--- config.mk ---
export PLATFORM = sky130hd
export DESIGN_NAME = ips_sequencer
export DESIGN_NICKNAME = d
export VERILOG_FILES = /design/src/ips_pkg.sv /design/src/ips_sequencer.sv
export VERILOG_INCLUDE_DIRS = /design/src /design/src/src
export SDC_FILE = /design/constraint.sdc
export NUM_CORES = 1
export LEC_CHECK = 0
export ABC_AREA = 0
export BUFFER_PORTS_ARGS = -buffer_cell sky130_fd_sc_hd__buf_2
export CAP_MARGIN = 30
export CORE_MARGIN = 2
export CORE_UTILIZATION = 50
export DETAILED_ROUTE_END_ITERATION = 16
export GPL_TIMING_DRIVEN = 1
export PLACE_DENSITY = 0.74
export SLEW_MARGIN = 20
export SYNTH_ARGS = -nofsm -noshare
export SYNTH_HDL_FRONTEND = slang
export SYNTH_SLANG_ARGS = --single-unit
--- constraint.sdc ---
create_clock -name pclk -period 2.7 [get_ports pclk]
set_input_delay 0.54 -clock pclk [delete_from_list [all_inputs] [get_ports pclk]]
set_output_delay 0.54 -clock pclk [all_outputs]
set_load 0.02 [all_outputs]
--- src/ips_defs.svh ---
`ifndef IPS_DEFS_SVH
`define IPS_DEFS_SVH

// ==========================================================================
// Timing
// ==========================================================================
`define IPS_CLK_KHZ      10000
`define IPS_HOLD_MS      220
`define IPS_TEST_MS      30
`define IPS_RETRY_MS     2000
`define IPS_HOLD_CYC     (`IPS_HOLD_MS * `IPS_CLK_KHZ)
`define IPS_TEST_CYC     (`IPS_TEST_MS * `IPS_CLK_KHZ)
`define IPS_RETRY_CYC    (`IPS_RETRY_MS * `IPS_CLK_KHZ)

// ==========================================================================
// Register offsets
// ==========================================================================
`define IPS_OFS_CTRL     12'h000
`define IPS_OFS_LIMIT    12'h004
`define IPS_OFS_DRIVE    12'h008
`define IPS_OFS_STATUS   12'h00C

// ==========================================================================
// Field positions
// ==========================================================================
`define IPS_CTRL_KICK    0
`define IPS_CTRL_FDET    1
`define IPS_CTRL_BSWOFF  2
`define IPS_CTRL_CHGEN   3
`define IPS_CTRL_PSDIS   4
`define IPS_LIM_IIN      0
`define IPS_LIM_VLIM     8
`define IPS_LIM_VOS      12
`define IPS_LIM_TRK      16
`define IPS_DRV_DP       0
`define IPS_DRV_DM       2
`define IPS_ST_INGOOD    0
`define IPS_ST_PGOOD     1
`define IPS_ST_TYPE      2
`define IPS_ST_FSM       8

// ==========================================================================
// Reset values and codes
// ==========================================================================
`define IPS_IIN_RST      5'h04
`define IPS_VLIM_RST     4'h0
`define IPS_IIN_200MA    5'h01
`define IPS_IIN_500MA    5'h04
`define IPS_IIN_1000MA   5'h09
`define IPS_IIN_2000MA   5'h13
`define IPS_IIN_2100MA   5'h14
`define IPS_IIN_2400MA   5'h17
`define IPS_TYPE_NONE    3'h0
`define IPS_TYPE_SDP     3'h1
`define IPS_TYPE_ADAPT   3'h2
`define IPS_TYPE_DCP     3'h3
`define IPS_TYPE_UNKNOWN 3'h5
`define IPS_WIN_V1P2     2'h1
`define IPS_WIN_V2P0     2'h2
`define IPS_WIN_V2P7     2'h3

`endif

--- src/ips_pkg.sv ---
package ips_pkg;

    // ======================================================================
    // Sequencer states
    // ======================================================================
    typedef enum logic [5:0] {
        ST_OFF    = 6'h01,
        ST_HOLD   = 6'h02,
        ST_QUAL   = 6'h04,
        ST_RETRY  = 6'h08,
        ST_DETECT = 6'h10,
        ST_CONV   = 6'h20
    } ips_state_t;

    // ======================================================================
    // Analog comparator and pin inputs
    // ======================================================================
    typedef struct packed {
        logic       vac_present;
        logic       vac_above_bat;
        logic       vbus_ov;
        logic       vbus_above_min;
        logic       bat_above_depl;
        logic       bat_ocp;
        logic       ship_exit;
        logic       sys_below_2v2;
        logic       in_below_sleep;
        logic       bat_below_minsys;
        logic       psel;
        logic       dline_variant;
        logic       bc_done;
        logic       bc_is_sdp;
        logic       bc_is_dcp;
        logic       dcd_timeout;
        logic [1:0] dp_win;
        logic [1:0] dm_win;
    } ips_pins_t;

    // ======================================================================
    // Power stage controls
    // ======================================================================
    typedef struct packed {
        logic       comparators_armed;
        logic       internal_ldo;
        logic       battery_switch;
        logic       test_load;
        logic       converter_en;
        logic       pulse_skip_allow;
        logic       bc_detect_run;
        logic [4:0] iin_limit;
        logic [3:0] vin_limit;
        logic [1:0] vin_offset;
        logic       vin_track_en;
        logic [1:0] vin_track_offset;
        logic [1:0] dplus_drive_level;
        logic [1:0] dminus_drive_level;
    } ips_power_t;

    // ======================================================================
    // Whole module state
    // ======================================================================
    typedef struct packed {
        ips_pins_t  sync1;
        ips_pins_t  sync2;
        ips_state_t fsm;
        logic [24:0] cnt;
        logic       host_mode;
        logic       force_source_detect;
        logic       battery_switch_force_off;
        logic       charge_enable;
        logic       pulse_skip_disable;
        logic [4:0] input_current_limit_field;
        logic [3:0] input_voltage_limit_field;
        logic [1:0] input_voltage_offset_field;
        logic [1:0] battery_track_offset;
        logic [1:0] dplus_drive_level;
        logic [1:0] dminus_drive_level;
        logic       input_good_flag;
        logic       power_good_flag;
        logic [2:0] source_type_field;
        logic       alert_n;
        logic       pready;
        logic       pslverr;
        logic [31:0] prdata;
        ips_power_t pwr;
    } ips_state_s_t;

endpackage : ips_pkg

--- src/ips_sequencer.sv ---
`timescale 1ns/1ns
`include "ips_defs.svh"
module ips_sequencer
    import ips_pkg::*;
#(
    parameter logic [24:0] HOLD_CYC  = 25'(`IPS_HOLD_CYC),
    parameter logic [24:0] TEST_CYC  = 25'(`IPS_TEST_CYC),
    parameter logic [24:0] RETRY_CYC = 25'(`IPS_RETRY_CYC)
) (
    // Clock and reset
    input  wire logic        pclk,
    input  wire logic        presetn,
    // APB slave
    input  wire logic        psel,
    input  wire logic        penable,
    input  wire logic        pwrite,
    input  wire logic [11:0] paddr,
    input  wire logic [31:0] pwdata,
    output logic      [31:0] prdata,
    output logic             pready,
    output logic             pslverr,
    // Analog and pin inputs, asynchronous
    input  wire ips_pins_t   pins,
    // Power stage controls
    output ips_power_t       pwr,
    // Host alert, active low one-cycle pulse
    output logic             host_alert_pin_n
);

    // ======================================================================
    // Decoding helpers
    // ======================================================================
    // Returns {type, limit} for a non-standard adapter from the line windows.
    function automatic logic [7:0] classify_nonstd(input logic [1:0] dp,
                                                   input logic [1:0] dm);
        logic [7:0] r;
        // Window pairs that match no divider read as unknown.
        r = {`IPS_TYPE_UNKNOWN, `IPS_IIN_500MA};
        if (dp == `IPS_WIN_V2P7 && dm == `IPS_WIN_V2P0) begin
            r = {`IPS_TYPE_ADAPT, `IPS_IIN_2100MA};
        end else if (dp == `IPS_WIN_V1P2 && dm == `IPS_WIN_V1P2) begin
            r = {`IPS_TYPE_ADAPT, `IPS_IIN_2000MA};
        end else if (dp == `IPS_WIN_V2P0 && dm == `IPS_WIN_V2P7) begin
            r = {`IPS_TYPE_ADAPT, `IPS_IIN_1000MA};
        end else if (dp == `IPS_WIN_V2P7 && dm == `IPS_WIN_V2P7) begin
            r = {`IPS_TYPE_ADAPT, `IPS_IIN_2400MA};
        end
        return r;
    endfunction : classify_nonstd

    // Returns {type, limit} from the select pin level.
    function automatic logic [7:0] classify_psel(input logic sel);
        logic [7:0] r;
        r = sel ? {`IPS_TYPE_SDP, `IPS_IIN_500MA}
                : {`IPS_TYPE_ADAPT, `IPS_IIN_2400MA};
        return r;
    endfunction : classify_psel

    // Returns {mapped, data} for a register read.
    function automatic logic [32:0] read_reg(input logic [11:0]  a,
                                             input ips_state_s_t s);
        logic [31:0] v;
        logic        hit;
        v   = 32'h0000_0000;
        hit = 1'b1;
        case (a)
            `IPS_OFS_CTRL: begin
                v[`IPS_CTRL_KICK]   = s.host_mode;
                v[`IPS_CTRL_FDET]   = s.force_source_detect;
                v[`IPS_CTRL_BSWOFF] = s.battery_switch_force_off;
                v[`IPS_CTRL_CHGEN]  = s.charge_enable;
                v[`IPS_CTRL_PSDIS]  = s.pulse_skip_disable;
            end
            `IPS_OFS_LIMIT: begin
                v[`IPS_LIM_IIN +: 5]  = s.input_current_limit_field;
                v[`IPS_LIM_VLIM +: 4] = s.input_voltage_limit_field;
                v[`IPS_LIM_VOS +: 2]  = s.input_voltage_offset_field;
                v[`IPS_LIM_TRK +: 2]  = s.battery_track_offset;
            end
            `IPS_OFS_DRIVE: begin
                v[`IPS_DRV_DP +: 2] = s.dplus_drive_level;
                v[`IPS_DRV_DM +: 2] = s.dminus_drive_level;
            end
            `IPS_OFS_STATUS: begin
                v[`IPS_ST_INGOOD]  = s.input_good_flag;
                v[`IPS_ST_PGOOD]   = s.power_good_flag;
                v[`IPS_ST_TYPE +: 3] = s.source_type_field;
                v[`IPS_ST_FSM +: 6]  = s.fsm;
            end
            default: begin
                // Holes read zero and raise the error flag.
                hit = 1'b0;
            end
        endcase
        return {hit, v};
    endfunction : read_reg

    // ======================================================================
    // State
    // ======================================================================
    ips_state_s_t q;
    ips_state_s_t d;

    always_comb begin
        ips_pins_t  p;
        logic       vac_ok;
        logic       done;
        logic [7:0] res;
        logic [32:0] rd;
        logic       wr;
        p      = q.sync2;
        vac_ok = 1'b0;
        done   = 1'b0;
        res    = 8'h00;
        rd     = 33'h0_0000_0000;
        wr     = 1'b0;
        d      = q;

        // Two-flop synchronisers; only the second stage is used below.
        d.sync1 = pins;
        d.sync2 = q.sync1;
        vac_ok  = p.vac_present & p.vac_above_bat;

        d.alert_n = 1'b1;
        // One shared timer; entry to ST_HOLD, ST_QUAL and ST_RETRY clears it.
        d.cnt     = q.cnt + 25'h000_0001;

        // ==================================================================
        // Power-up sequence
        // ==================================================================
        case (q.fsm)
            ST_OFF: begin
                d.cnt = 25'h000_0000;
                if (vac_ok) begin
                    d.fsm = ST_HOLD;
                    d.battery_switch_force_off = 1'b0;
                end
            end

            ST_HOLD: begin
                // Any drop of the input restarts the hold.
                if (!vac_ok) begin
                    d.fsm = ST_OFF;
                    d.cnt = 25'h000_0000;
                end else if (q.cnt == HOLD_CYC - 25'h000_0001) begin
                    d.fsm = ST_QUAL;
                    d.cnt = 25'h000_0000;
                end
            end

            ST_QUAL: begin
                // One bad sample fails the attempt.
                if (p.vbus_ov || !p.vbus_above_min) begin
                    d.fsm = ST_RETRY;
                    d.cnt = 25'h000_0000;
                end else if (q.cnt == TEST_CYC - 25'h000_0001) begin
                    d.fsm             = ST_DETECT;
                    d.cnt             = 25'h000_0000;
                    d.input_good_flag = 1'b1;
                    d.alert_n         = 1'b0;
                end
            end

            ST_RETRY: begin
                // The load is off between attempts.
                if (q.cnt == RETRY_CYC - 25'h000_0001) begin
                    d.fsm = ST_QUAL;
                    d.cnt = 25'h000_0000;
                end
            end

            ST_DETECT: begin
                // The contact timeout outranks classification.
                if (!p.dline_variant) begin
                    done = 1'b1;
                    res  = classify_psel(p.psel);
                end else if (p.dcd_timeout) begin
                    done = 1'b1;
                    res  = classify_nonstd(p.dp_win, p.dm_win);
                end else if (p.bc_done) begin
                    done = 1'b1;
                    if (p.bc_is_dcp) begin
                        res = {`IPS_TYPE_DCP, `IPS_IIN_2400MA};
                    end else if (p.bc_is_sdp) begin
                        res = {`IPS_TYPE_SDP, `IPS_IIN_500MA};
                    end else begin
                        res = {`IPS_TYPE_UNKNOWN, `IPS_IIN_500MA};
                    end
                end
                // Keep the two alert pulses apart.
                if (!q.alert_n) begin
                    done = 1'b0;
                end
                if (done) begin
                    d.fsm                       = ST_CONV;
                    d.alert_n                   = 1'b0;
                    d.input_current_limit_field = res[4:0];
                    d.power_good_flag           = 1'b1;
                    d.source_type_field         = res[7:5];
                    d.force_source_detect       = 1'b0;
                end
            end

            ST_CONV: begin
                // In host mode the result stands until asked.
                if (q.host_mode && q.force_source_detect) begin
                    d.fsm = ST_DETECT;
                end else if (!q.host_mode && !p.dline_variant) begin
                    // Default mode follows the select pin in real time.
                    res = classify_psel(p.psel);
                    d.input_current_limit_field = res[4:0];
                    d.source_type_field         = res[7:5];
                end
            end

            default: begin
                d.fsm = ST_OFF;
            end
        endcase

        // Losing the input drops the whole sequence back to the start.
        if (!p.vac_present && q.fsm != ST_OFF) begin
            d.fsm               = ST_OFF;
            d.input_good_flag   = 1'b0;
            d.power_good_flag   = 1'b0;
            d.source_type_field = `IPS_TYPE_NONE;
        end

        // ==================================================================
        // APB slave
        // ==================================================================
        // Read data and the error flag are prepared in the setup cycle so
        // that every access completes in its first access cycle.
        d.pready = 1'b1;
        if (psel && !penable) begin
            rd        = read_reg(paddr, q);
            d.prdata  = rd[31:0];
            d.pslverr = ~rd[32];
        end

        // Writes to holes or the status word are dropped.
        wr = psel & penable & pwrite & q.pready & ~q.pslverr;
        if (wr) begin
            case (paddr)
                `IPS_OFS_CTRL: begin
                    if (pwdata[`IPS_CTRL_KICK]) begin
                        d.host_mode = 1'b1;
                    end
                    // A host write of one outranks the hardware clear.
                    if (q.host_mode && pwdata[`IPS_CTRL_FDET]) begin
                        d.force_source_detect = 1'b1;
                    end
                    d.battery_switch_force_off = pwdata[`IPS_CTRL_BSWOFF];
                    d.charge_enable            = pwdata[`IPS_CTRL_CHGEN];
                    d.pulse_skip_disable       = pwdata[`IPS_CTRL_PSDIS];
                end
                `IPS_OFS_LIMIT: begin
                    d.input_current_limit_field  = pwdata[`IPS_LIM_IIN +: 5];
                    d.input_voltage_limit_field  = pwdata[`IPS_LIM_VLIM +: 4];
                    d.input_voltage_offset_field = pwdata[`IPS_LIM_VOS +: 2];
                    d.battery_track_offset       = pwdata[`IPS_LIM_TRK +: 2];
                end
                `IPS_OFS_DRIVE: begin
                    d.dplus_drive_level  = pwdata[`IPS_DRV_DP +: 2];
                    d.dminus_drive_level = pwdata[`IPS_DRV_DM +: 2];
                end
                default: begin
                    d.pslverr = q.pslverr;
                end
            endcase
        end


        // Overcurrent comes last so that it beats a software clear.
        if (p.bat_ocp && q.pwr.battery_switch) begin
            d.battery_switch_force_off = 1'b1;
        end else if (p.ship_exit) begin
            d.battery_switch_force_off = 1'b0;
        end

        // ==================================================================
        // Power stage outputs
        // ==================================================================
        // Armed from the first edge after reset.
        d.pwr.comparators_armed = 1'b1;
        d.pwr.internal_ldo      = d.fsm != ST_OFF && d.fsm != ST_HOLD;
        d.pwr.test_load         = d.fsm == ST_QUAL;
        d.pwr.bc_detect_run     = d.fsm == ST_DETECT && p.dline_variant;
        // Switching stops while the input sits below battery plus sleep.
        d.pwr.converter_en = d.fsm == ST_CONV && !p.in_below_sleep;
        // Force-off outranks every other request.
        if (d.battery_switch_force_off) begin
            d.pwr.battery_switch = 1'b0;
        end else if (d.fsm == ST_CONV) begin
            d.pwr.battery_switch = d.charge_enable;
        end else begin
            d.pwr.battery_switch = p.bat_above_depl;
        end
        d.pwr.pulse_skip_allow = d.pwr.converter_en && !d.pulse_skip_disable
                                 && (!d.charge_enable || p.bat_below_minsys);
        // A low system rail folds the limit down.
        d.pwr.iin_limit = d.input_current_limit_field;
        if (p.sys_below_2v2 && d.input_current_limit_field > `IPS_IIN_200MA) begin
            d.pwr.iin_limit = `IPS_IIN_200MA;
        end
        d.pwr.vin_limit        = d.input_voltage_limit_field;
        d.pwr.vin_offset       = d.input_voltage_offset_field;
        d.pwr.vin_track_offset = d.battery_track_offset;
        d.pwr.vin_track_en     = d.battery_track_offset != 2'h0
                                 && d.input_voltage_offset_field == 2'h0;
        // Line drivers are released while classification owns the lines.
        if (d.pwr.bc_detect_run) begin
            d.pwr.dplus_drive_level  = 2'h0;
            d.pwr.dminus_drive_level = 2'h0;
        end else begin
            d.pwr.dplus_drive_level  = d.dplus_drive_level;
            d.pwr.dminus_drive_level = d.dminus_drive_level;
        end
    end

    // ======================================================================
    // Registers
    // ======================================================================
    always_ff @(posedge pclk or negedge presetn) begin
        if (!presetn) begin
            // Non-zero defaults follow the clear.
            q                            <= '0;
            q.fsm                        <= ST_OFF;
            q.charge_enable              <= 1'b1;
            q.input_current_limit_field  <= `IPS_IIN_RST;
            q.input_voltage_limit_field  <= `IPS_VLIM_RST;
            q.alert_n                    <= 1'b1;
            q.pwr.iin_limit              <= `IPS_IIN_RST;
            q.pwr.vin_limit              <= `IPS_VLIM_RST;
        end else begin
            q <= d;
        end
    end

    // Every output comes straight from a flop.
    assign prdata           = q.prdata;
    assign pready           = q.pready;
    assign pslverr          = q.pslverr;
    assign pwr              = q.pwr;
    assign host_alert_pin_n = q.alert_n;

endmodule : ips_sequencer

# Word-level counts from Yosys, hierarchy flattened
# Cells that the tools add are included.
# word_totals
elab_cells	212
in_bits	69
register_bits	130
output_inout_bits	60
# op_classes
add_sub_neg	1
n_reduce_logical	42
n_eq_ne	29
n_bitwise	7
magnitude_cmp	1
n_mux	66
# op_table
operator	n
two-way mux 31 bit	5
one-hot mux 25 bit (4 select lines)	1
two-way mux 8 bit	9
one-hot mux 6 bit (6 select lines)	1
two-way mux 33 bit	1
two-way mux 5 bit	6
adder 25 x 1 -> 25 bit (second input constant)	1
== test 25 x 19 -> 1 bit (second input constant)	1
== test 25 x 22 -> 1 bit (second input constant)	1
== test 25 bit (second input constant)	1
== test 12 x 4 -> 1 bit (second input constant)	2
two-way mux 1 bit	24
two-way mux 6 bit	4
two-way mux 21 bit	1
logical AND 1 bit	17
one-hot mux 4 bit (4 select lines)	1
two-way mux 13 bit	1
== test 12 x 3 -> 1 bit (second input constant)	1
== test 6 x 3 -> 1 bit (second input constant)	2
== test 6 x 5 -> 1 bit (second input constant)	2
== test 6 bit (second input constant)	2
logical NOT 12 bit	1
two-way mux 4 bit	3
inequality test 6 x 1 -> 1 bit (second input constant)	2
30 further kinds	56

# Logic depth before layout (Yosys ltp)
# Gate-level depths: netlist (run 1).
# logic_depth
word_depth	15
ltp_mapped	9

# Worst setup path after synthesis (run 1)
# No wires, ideal clock.
# synth_timing
kind	in2reg
startpoint	input paddr[3]
endpoint	register, netlist name pwr[13]
setup_slack_ns	0.105
path_stages	8
arrival_ns	2.477
setup_ns	0.118
cell_sequence	buf_6 > nand2b_4 > or4_4 > or2_0 > buf_2 > mux2_4 > a2111o_1 > a21o_1
# synth_rtl
item	line	rtl
start: declaration	ips_sequencer.sv:17	input wire logic [11:0] paddr,

==> results of run 1 <==
[per-stage QoR]
stage	utilization [%]	cells
after floorplan	-	552
after global placement	54.0	730
after detailed placement	54.0	730
after CTS	59.4	762
after global routing	59.4	762
final	59.4	762
[cells by family after synthesis]
| logic type | count (synthesis) |
|---|---|
| xor+xnor | 24 |
| mux | 22 |
| compound gates | 68 |
| simple gates | 208 |
| other cells | 2 |
| buf+inv | 79 |
| flops | 130 |
| fa+ha+maj | 1 |
[registers in the layout, summed over array words and instances (netlist names)]
signal and cells:
host_alert_pin_n 1, pwr 25, prdata 13, d 20, pslverr 1, q 70
[cell usage after synthesis (3+ instances only)]
cell type	number
mux4_2	4
nand4_1	11
nor3_1	12
buf_4	58
o21ai_0	22
a31oi_1	3
nand2_1	43
mux2_2	13
a21o_1	3
xnor2_1	7
and4_1	5
nor2b_1	11
xor2_1	17
nor4_1	7
a21boi_0	5
dfstp_2	5
buf_2	4
a22oi_1	6
nand2b_1	9
and3_1	8
a211oi_1	4
clkbuf_1	9
or3b_2	3
nor2_1	55
inv_1	7
dfrtp_1	125
a21oi_1	8
mux2i_1	4
or4_1	3
nand3_1	25
[worst max-delay path, stage by stage (launching register included)]
cell	delay, ps
dfrtp_1	460
or4_1	600
nor4_1	480
o2bb2ai_1	170
a31oi_1	150
a2111o_1	360
a21o_1	180
[report_power, final]
part | internal [mW] | switching [mW] | total, mW
logic | 0.136 | 0.296 | 0.432
clock network | 1.50 | 0.827 | 2.33
registers | 2.03 | 0.0620 | 2.09
total | 3.67 | 1.18 | 4.85
[path summary, 6_finish.rpt]
check	end
worst max-delay path	pwr[13]
worst min register to register	q[135]
max in group asynchronous	q[79]
worst min-delay path	pwr[4]
min in group pclk	d[128]
worst max register to register	pwr[13]
[per-layer routing]
layer  GRT usage (%)  vias to the layer above  wire length, um
met5               0                        -                0
met2            32.1                      179             5520
li1                -                     1932                -
met1            25.4                     1990             5110
met4            6.50                        0              197
met3            5.61                       22              874
[what timing repair did]
item	4_1_cts	5_1_grt
resized for setup	0	1
hold buffers	0	0
setup endpoints to repair	0	25
[area by class of cell]
cell class | count | area [sq um] | area share, %
timing repair buffer | 107 | 593 | 8.74
clock inverter | 11 | 153 | 2.25
clock buffer | 21 | 460 | 6.79
inverter | 7 | 26.3 | 0.387
tap | 143 | 179 | 2.64
sequential | 130 | 3260 | 48.1
multi-input combinational | 343 | 2110 | 31.1
==> flow_summary.toml, run 1 <==
[run_status]
status = "finished, final reports clean"

[placed_design]
placed_area_sq_mm = 0.00617
gp_congestion = 0.927
dp_slack_ps = 106
post-dp-hpwl_mm = 8.32
io_buffers = 90

[synth]
synth-warning-count = 0
synthAdderAreaFrac_pct = 0.215
synth_top_cell_by_area = "dfrtp_1"
synthCells = 534
syn_area_per_cell_sq_um = 10.9
synth_top_family_by_area = "simple AND/OR/NAND/NOR gates"
ys_seq_elements = 130
synth_xor_area_share_pct = 3.61
yosys.area_share.simple_pct = 18.4
synth-seq-area-share_pct = 55.9
synth_edf_count = 0
netlist_area_sq_mm = 0.00583
synthMuxAreaShare_pct = 5.00
ys_types = 57
synth_compound_area_share_pct = 7.71
synthFlopType = "dfrtp_1"
synthTopCellsByArea = "dfrtp_1 54%, buf_4 7.5%, nor2_1 3.5%, nand2_1 2.8%, xor2_1 2.6%"
synth_top_area_share_pct = 53.7
synthArstFlopShare_pct = 100

[clock_tree]
post_cts_buffers = 0
root_buffer = "clkbuf_16"
clkTransAtPathRegs_ps = 50
clk_latency_ps = 410
cts.path.max_buffers = 2
cts_sinks = 130
cts_tree = "yes"
cts_max_level = 4
cts_buffers = 17

[worst_setup_path]
rr_startpoint = "q[114]"
regToRegSetupSlack_ps = 190
cp_max_fo = 7
crit_arrival_ps = 2810
critPathCaptureType = "flip-flop"
critical_path_class = "reg2reg"
start_kind = "flip-flop"
r2r_cells = 6
cp-startpoint = "q[114]"
required_ps = 3000

[timing]
tns_ps = 0
rsz0062_at_grt = "false"
tightest_slew_ps = 861
slew_headroom_pct = 42.6
finalSetupViolCount = 0
fin_crit_ps = 2510
layout_setup_ws_ps = 187
hold_viol_final = 0
fmax_mhz = 398
period_share_pct = 93.1
fin_skew_ps = 5.88
finalMaxSlewViolations = 0
whs_ps = 90.7

[worst_hold_path]
min_path_type = "in2async"

[flow_run]
cap_violations = 0

[floorplan]
die_y_um = 112
die_area_sq_mm = 0.0125
start_util_pct = 51.1
die_w_um = 112
pin_count = 129
rows = 39
core_sq_mm = 0.0114

[global_route]
grt_antenna_before_repair = 0
grt_pass1_vias = 4007
grt_max_degree = 48
grt_pass1_wl_mm = 19.4
gr-total-overflow = 0
track_usage_pct = 19.6

[finish]
drive_gt1_share_pct = 27.0
fillers = 927
nets = 676
layout_common_cells = "125 x dfrtp_1, 89 x buf_2, 55 x nor2_1"
area_delta_synth_final_pct = 16.4
diodes = 0
final_common_cell = "dfrtp_1"
final_area_sq_mm = 0.00678

[drt]
drtIter0Drc = 311
dr.pass1.iters = 4
postRouteAntennaNets = 0
drc = 0
drt-total-wl_mm = 11.7
post_drt_wl_per_cell_um = 15.4
via_per_inst = 5.41
vias = 4123

[power]
p_leak_nw = 3.20
finalPower_mw = 4.85
vdd_ir_drop_max_uv = 409
power.density_mw_per_mm2 = 715
Note: power is estimated with default switching activity, not from simulation.
==> run 2, diff against run 1 <==
==> constraint.sdc (replaced) <==
create_clock -name pclk -period 2.7 [get_ports pclk]
set_input_delay 0.675 -clock pclk [delete_from_list [all_inputs] [get_ports pclk]]
set_output_delay 0.675 -clock pclk [all_outputs]
set_load 0.02 [all_outputs]
==> run 2 against run 1 <==
Effect of this change:
- via count up 1.5%
- sequential share of layout area down 0.26 points
- power up 1.5%
- critical path depth unchanged
- register-to-register slack about the same
- routed wire length up 2.6%
- global-route usage up 0.49 points
- flip-flop and latch count unchanged
- non-clock buffer count up 3
- clock-buffer cell count down 1
- largest cell class unchanged
- highest routed layer unchanged
==> flow_summary.toml, run 2 (synthesis results as in run 1) <==
[timing]
tightest_slew_ps = 861
rsz0062_at_grt = "false"
period_share_pct = 92.6
fin_crit_ps = 2500
slew_headroom_pct = 42.6
fin_skew_ps = 7.99
hold_viol_final = 0
fmax_mhz = 400
finalMaxSlewViolations = 0
finalSetupViolCount = 0
tns_ps = 0

[floorplan]
pin_count = 129
die_area_sq_mm = 0.0125
die_w_um = 112
rows = 39
die_y_um = 112
core_sq_mm = 0.0114
start_util_pct = 51.1

[worst_setup_path]
crit_end = "pwr[13]"
required_ps = 3000
cp_num_cells = 6
start_kind = "flip-flop"
path_buf_inv = 0
regToRegSetupSlack_ps = 200
crit_arrival_ps = 2800
path_cells = "nor4_2 > nand3_1 > a32o_1 > mux2_4 > a2111o_1 > a21o_1"
slowest_stage = "nor4_2"
slowest_delay_ps = 520
rr_startpoint = "q[114]"
critical-path-top-delay-family = "compound AO/OA/AOI/OAI gates"
critPathCaptureType = "flip-flop"
r2r_cells = 6
crit-reg2reg-capture = "pwr[13]"
cp-startpoint = "q[114]"
critical_path_class = "reg2reg"
cp_max_fo = 7

[finish]
regMostFlops = "q"
fin_util_pct = 59.7
area_delta_synth_final_pct = 17.0
nets = 679
layout_common_cells = "125 x dfrtp_1, 89 x buf_2, 55 x nor2_1"
drive_gt1_share_pct = 27.3
regArea_sq_mm = 0.00326
multi_input_area_sq_mm = 0.00211
largest_reg_flops = 70
fillers = 910
final_common_cell = "dfrtp_1"
diodes = 0

[power]
pwr-share-clk_pct = 48.8
p_sw_share_pct = 24.2
sequentialPowerShare_pct = 42.4
power_frac_comb_pct = 8.8
p_int_mw = 3.73
vdd_ir_drop_max_uv = 418
switchingPower_mw = 1.19
power.density_mw_per_mm2 = 723
p_leak_nw = 3.22

[clock_tree]
root_buffer = "clkbuf_16"
cts_max_level = 4
hold_buffers = 0
clkTransAtPathRegs_ps = 60
post_cts_buffers = 0
cts_resized = 0
cts_sinks = 130
cts.path.max_buffers = 2
clk_latency_ps = 420
cts_buffers = 17
cts_tree = "yes"

[drt]
wl_met1_mm = 5.02
wl_met2_mm = 5.79
post_drt_wl_per_cell_um = 15.7
drt-total-wl_mm = 12.0
dr_wl_met3_um = 955
drc = 0
dr.pass1.iters = 5
postRouteAntennaNets = 0
vias = 4183
top_layer = "met4"
via_per_inst = 5.47
drtIter0Drc = 308

[placed_design]
gp_congestion = 0.970
post-dp-hpwl_mm = 8.36
io_buffers = 90

[global_route]
grt_pass1_vias = 4017
grt_max_degree = 57
grt_antenna_before_repair = 0
grt_pass1_wl_mm = 19.9
track_usage_pct = 20.1
gr-total-overflow = 0

[flow_run]
cap_violations = 0

[run_status]
status = "finished, final reports clean"

[worst_hold_path]
min_path_type = "in2async"
-- run 2: cell types whose count changed in the layout (fill, tap and decap cells not counted), sizes merged --
cell      change
buf           +3
bufinv        +1
clkbuf        -1
clkinv        -1
clkinvlp      +1
-- run 2: routing by layer --
metal	vias up	global-route usage [%]
li1	1942	-
met1	2008	26.5
met2	210	32.1
met3	23	4.84
met4	0	8.62
met5	-	0
-- run 2: stage by stage --
stage / total power [mW] / cell area (sq um) / worst slack [ps] / hold slack, ps / instances
floorplan: 2.41 / 5900 / 43.7 / 331 / 552
global route: 5.11 / 6820 / 126 / 195 / 765
detailed placement: 2.55 / 6190 / 47.9 / 335 / 733
global placement: 2.53 / 6190 / 70.3 / 333 / 733
finish: 4.93 / 6820 / 200 / 174 / 765
CTS: 4.95 / 6820 / 104 / 176 / 765
-- run 2: worst min-delay path by stage --
stage / end / slack [ps]
after floorplan: q[118] / 330
after CTS: d[129] / 180
after global placement: q[135] / 330
after detailed placement: q[127] / 330
final: d[129] / 170
after global routing: q[133] / 190
-- run 2: area by class of cell --
type,instances,area share [%]
clock buffer,20,6.55
sequential,130,47.8
multi-input combinational,343,31.0
tap,143,2.62
timing repair buffer,110,9.03
inverter,7,0.385
clock inverter,12,2.66
-- run 2: power groups by stage --
stage	sequential (mW)	combinational (mW)	clock, mW
3_5_place_dp	2.12	0.427	0
5_1_grt	2.10	0.486	2.53
2_1_floorplan	2.11	0.305	0
3_3_place_gp	2.12	0.417	0
6_report	2.09	0.436	2.40
4_1_cts	2.09	0.432	2.43
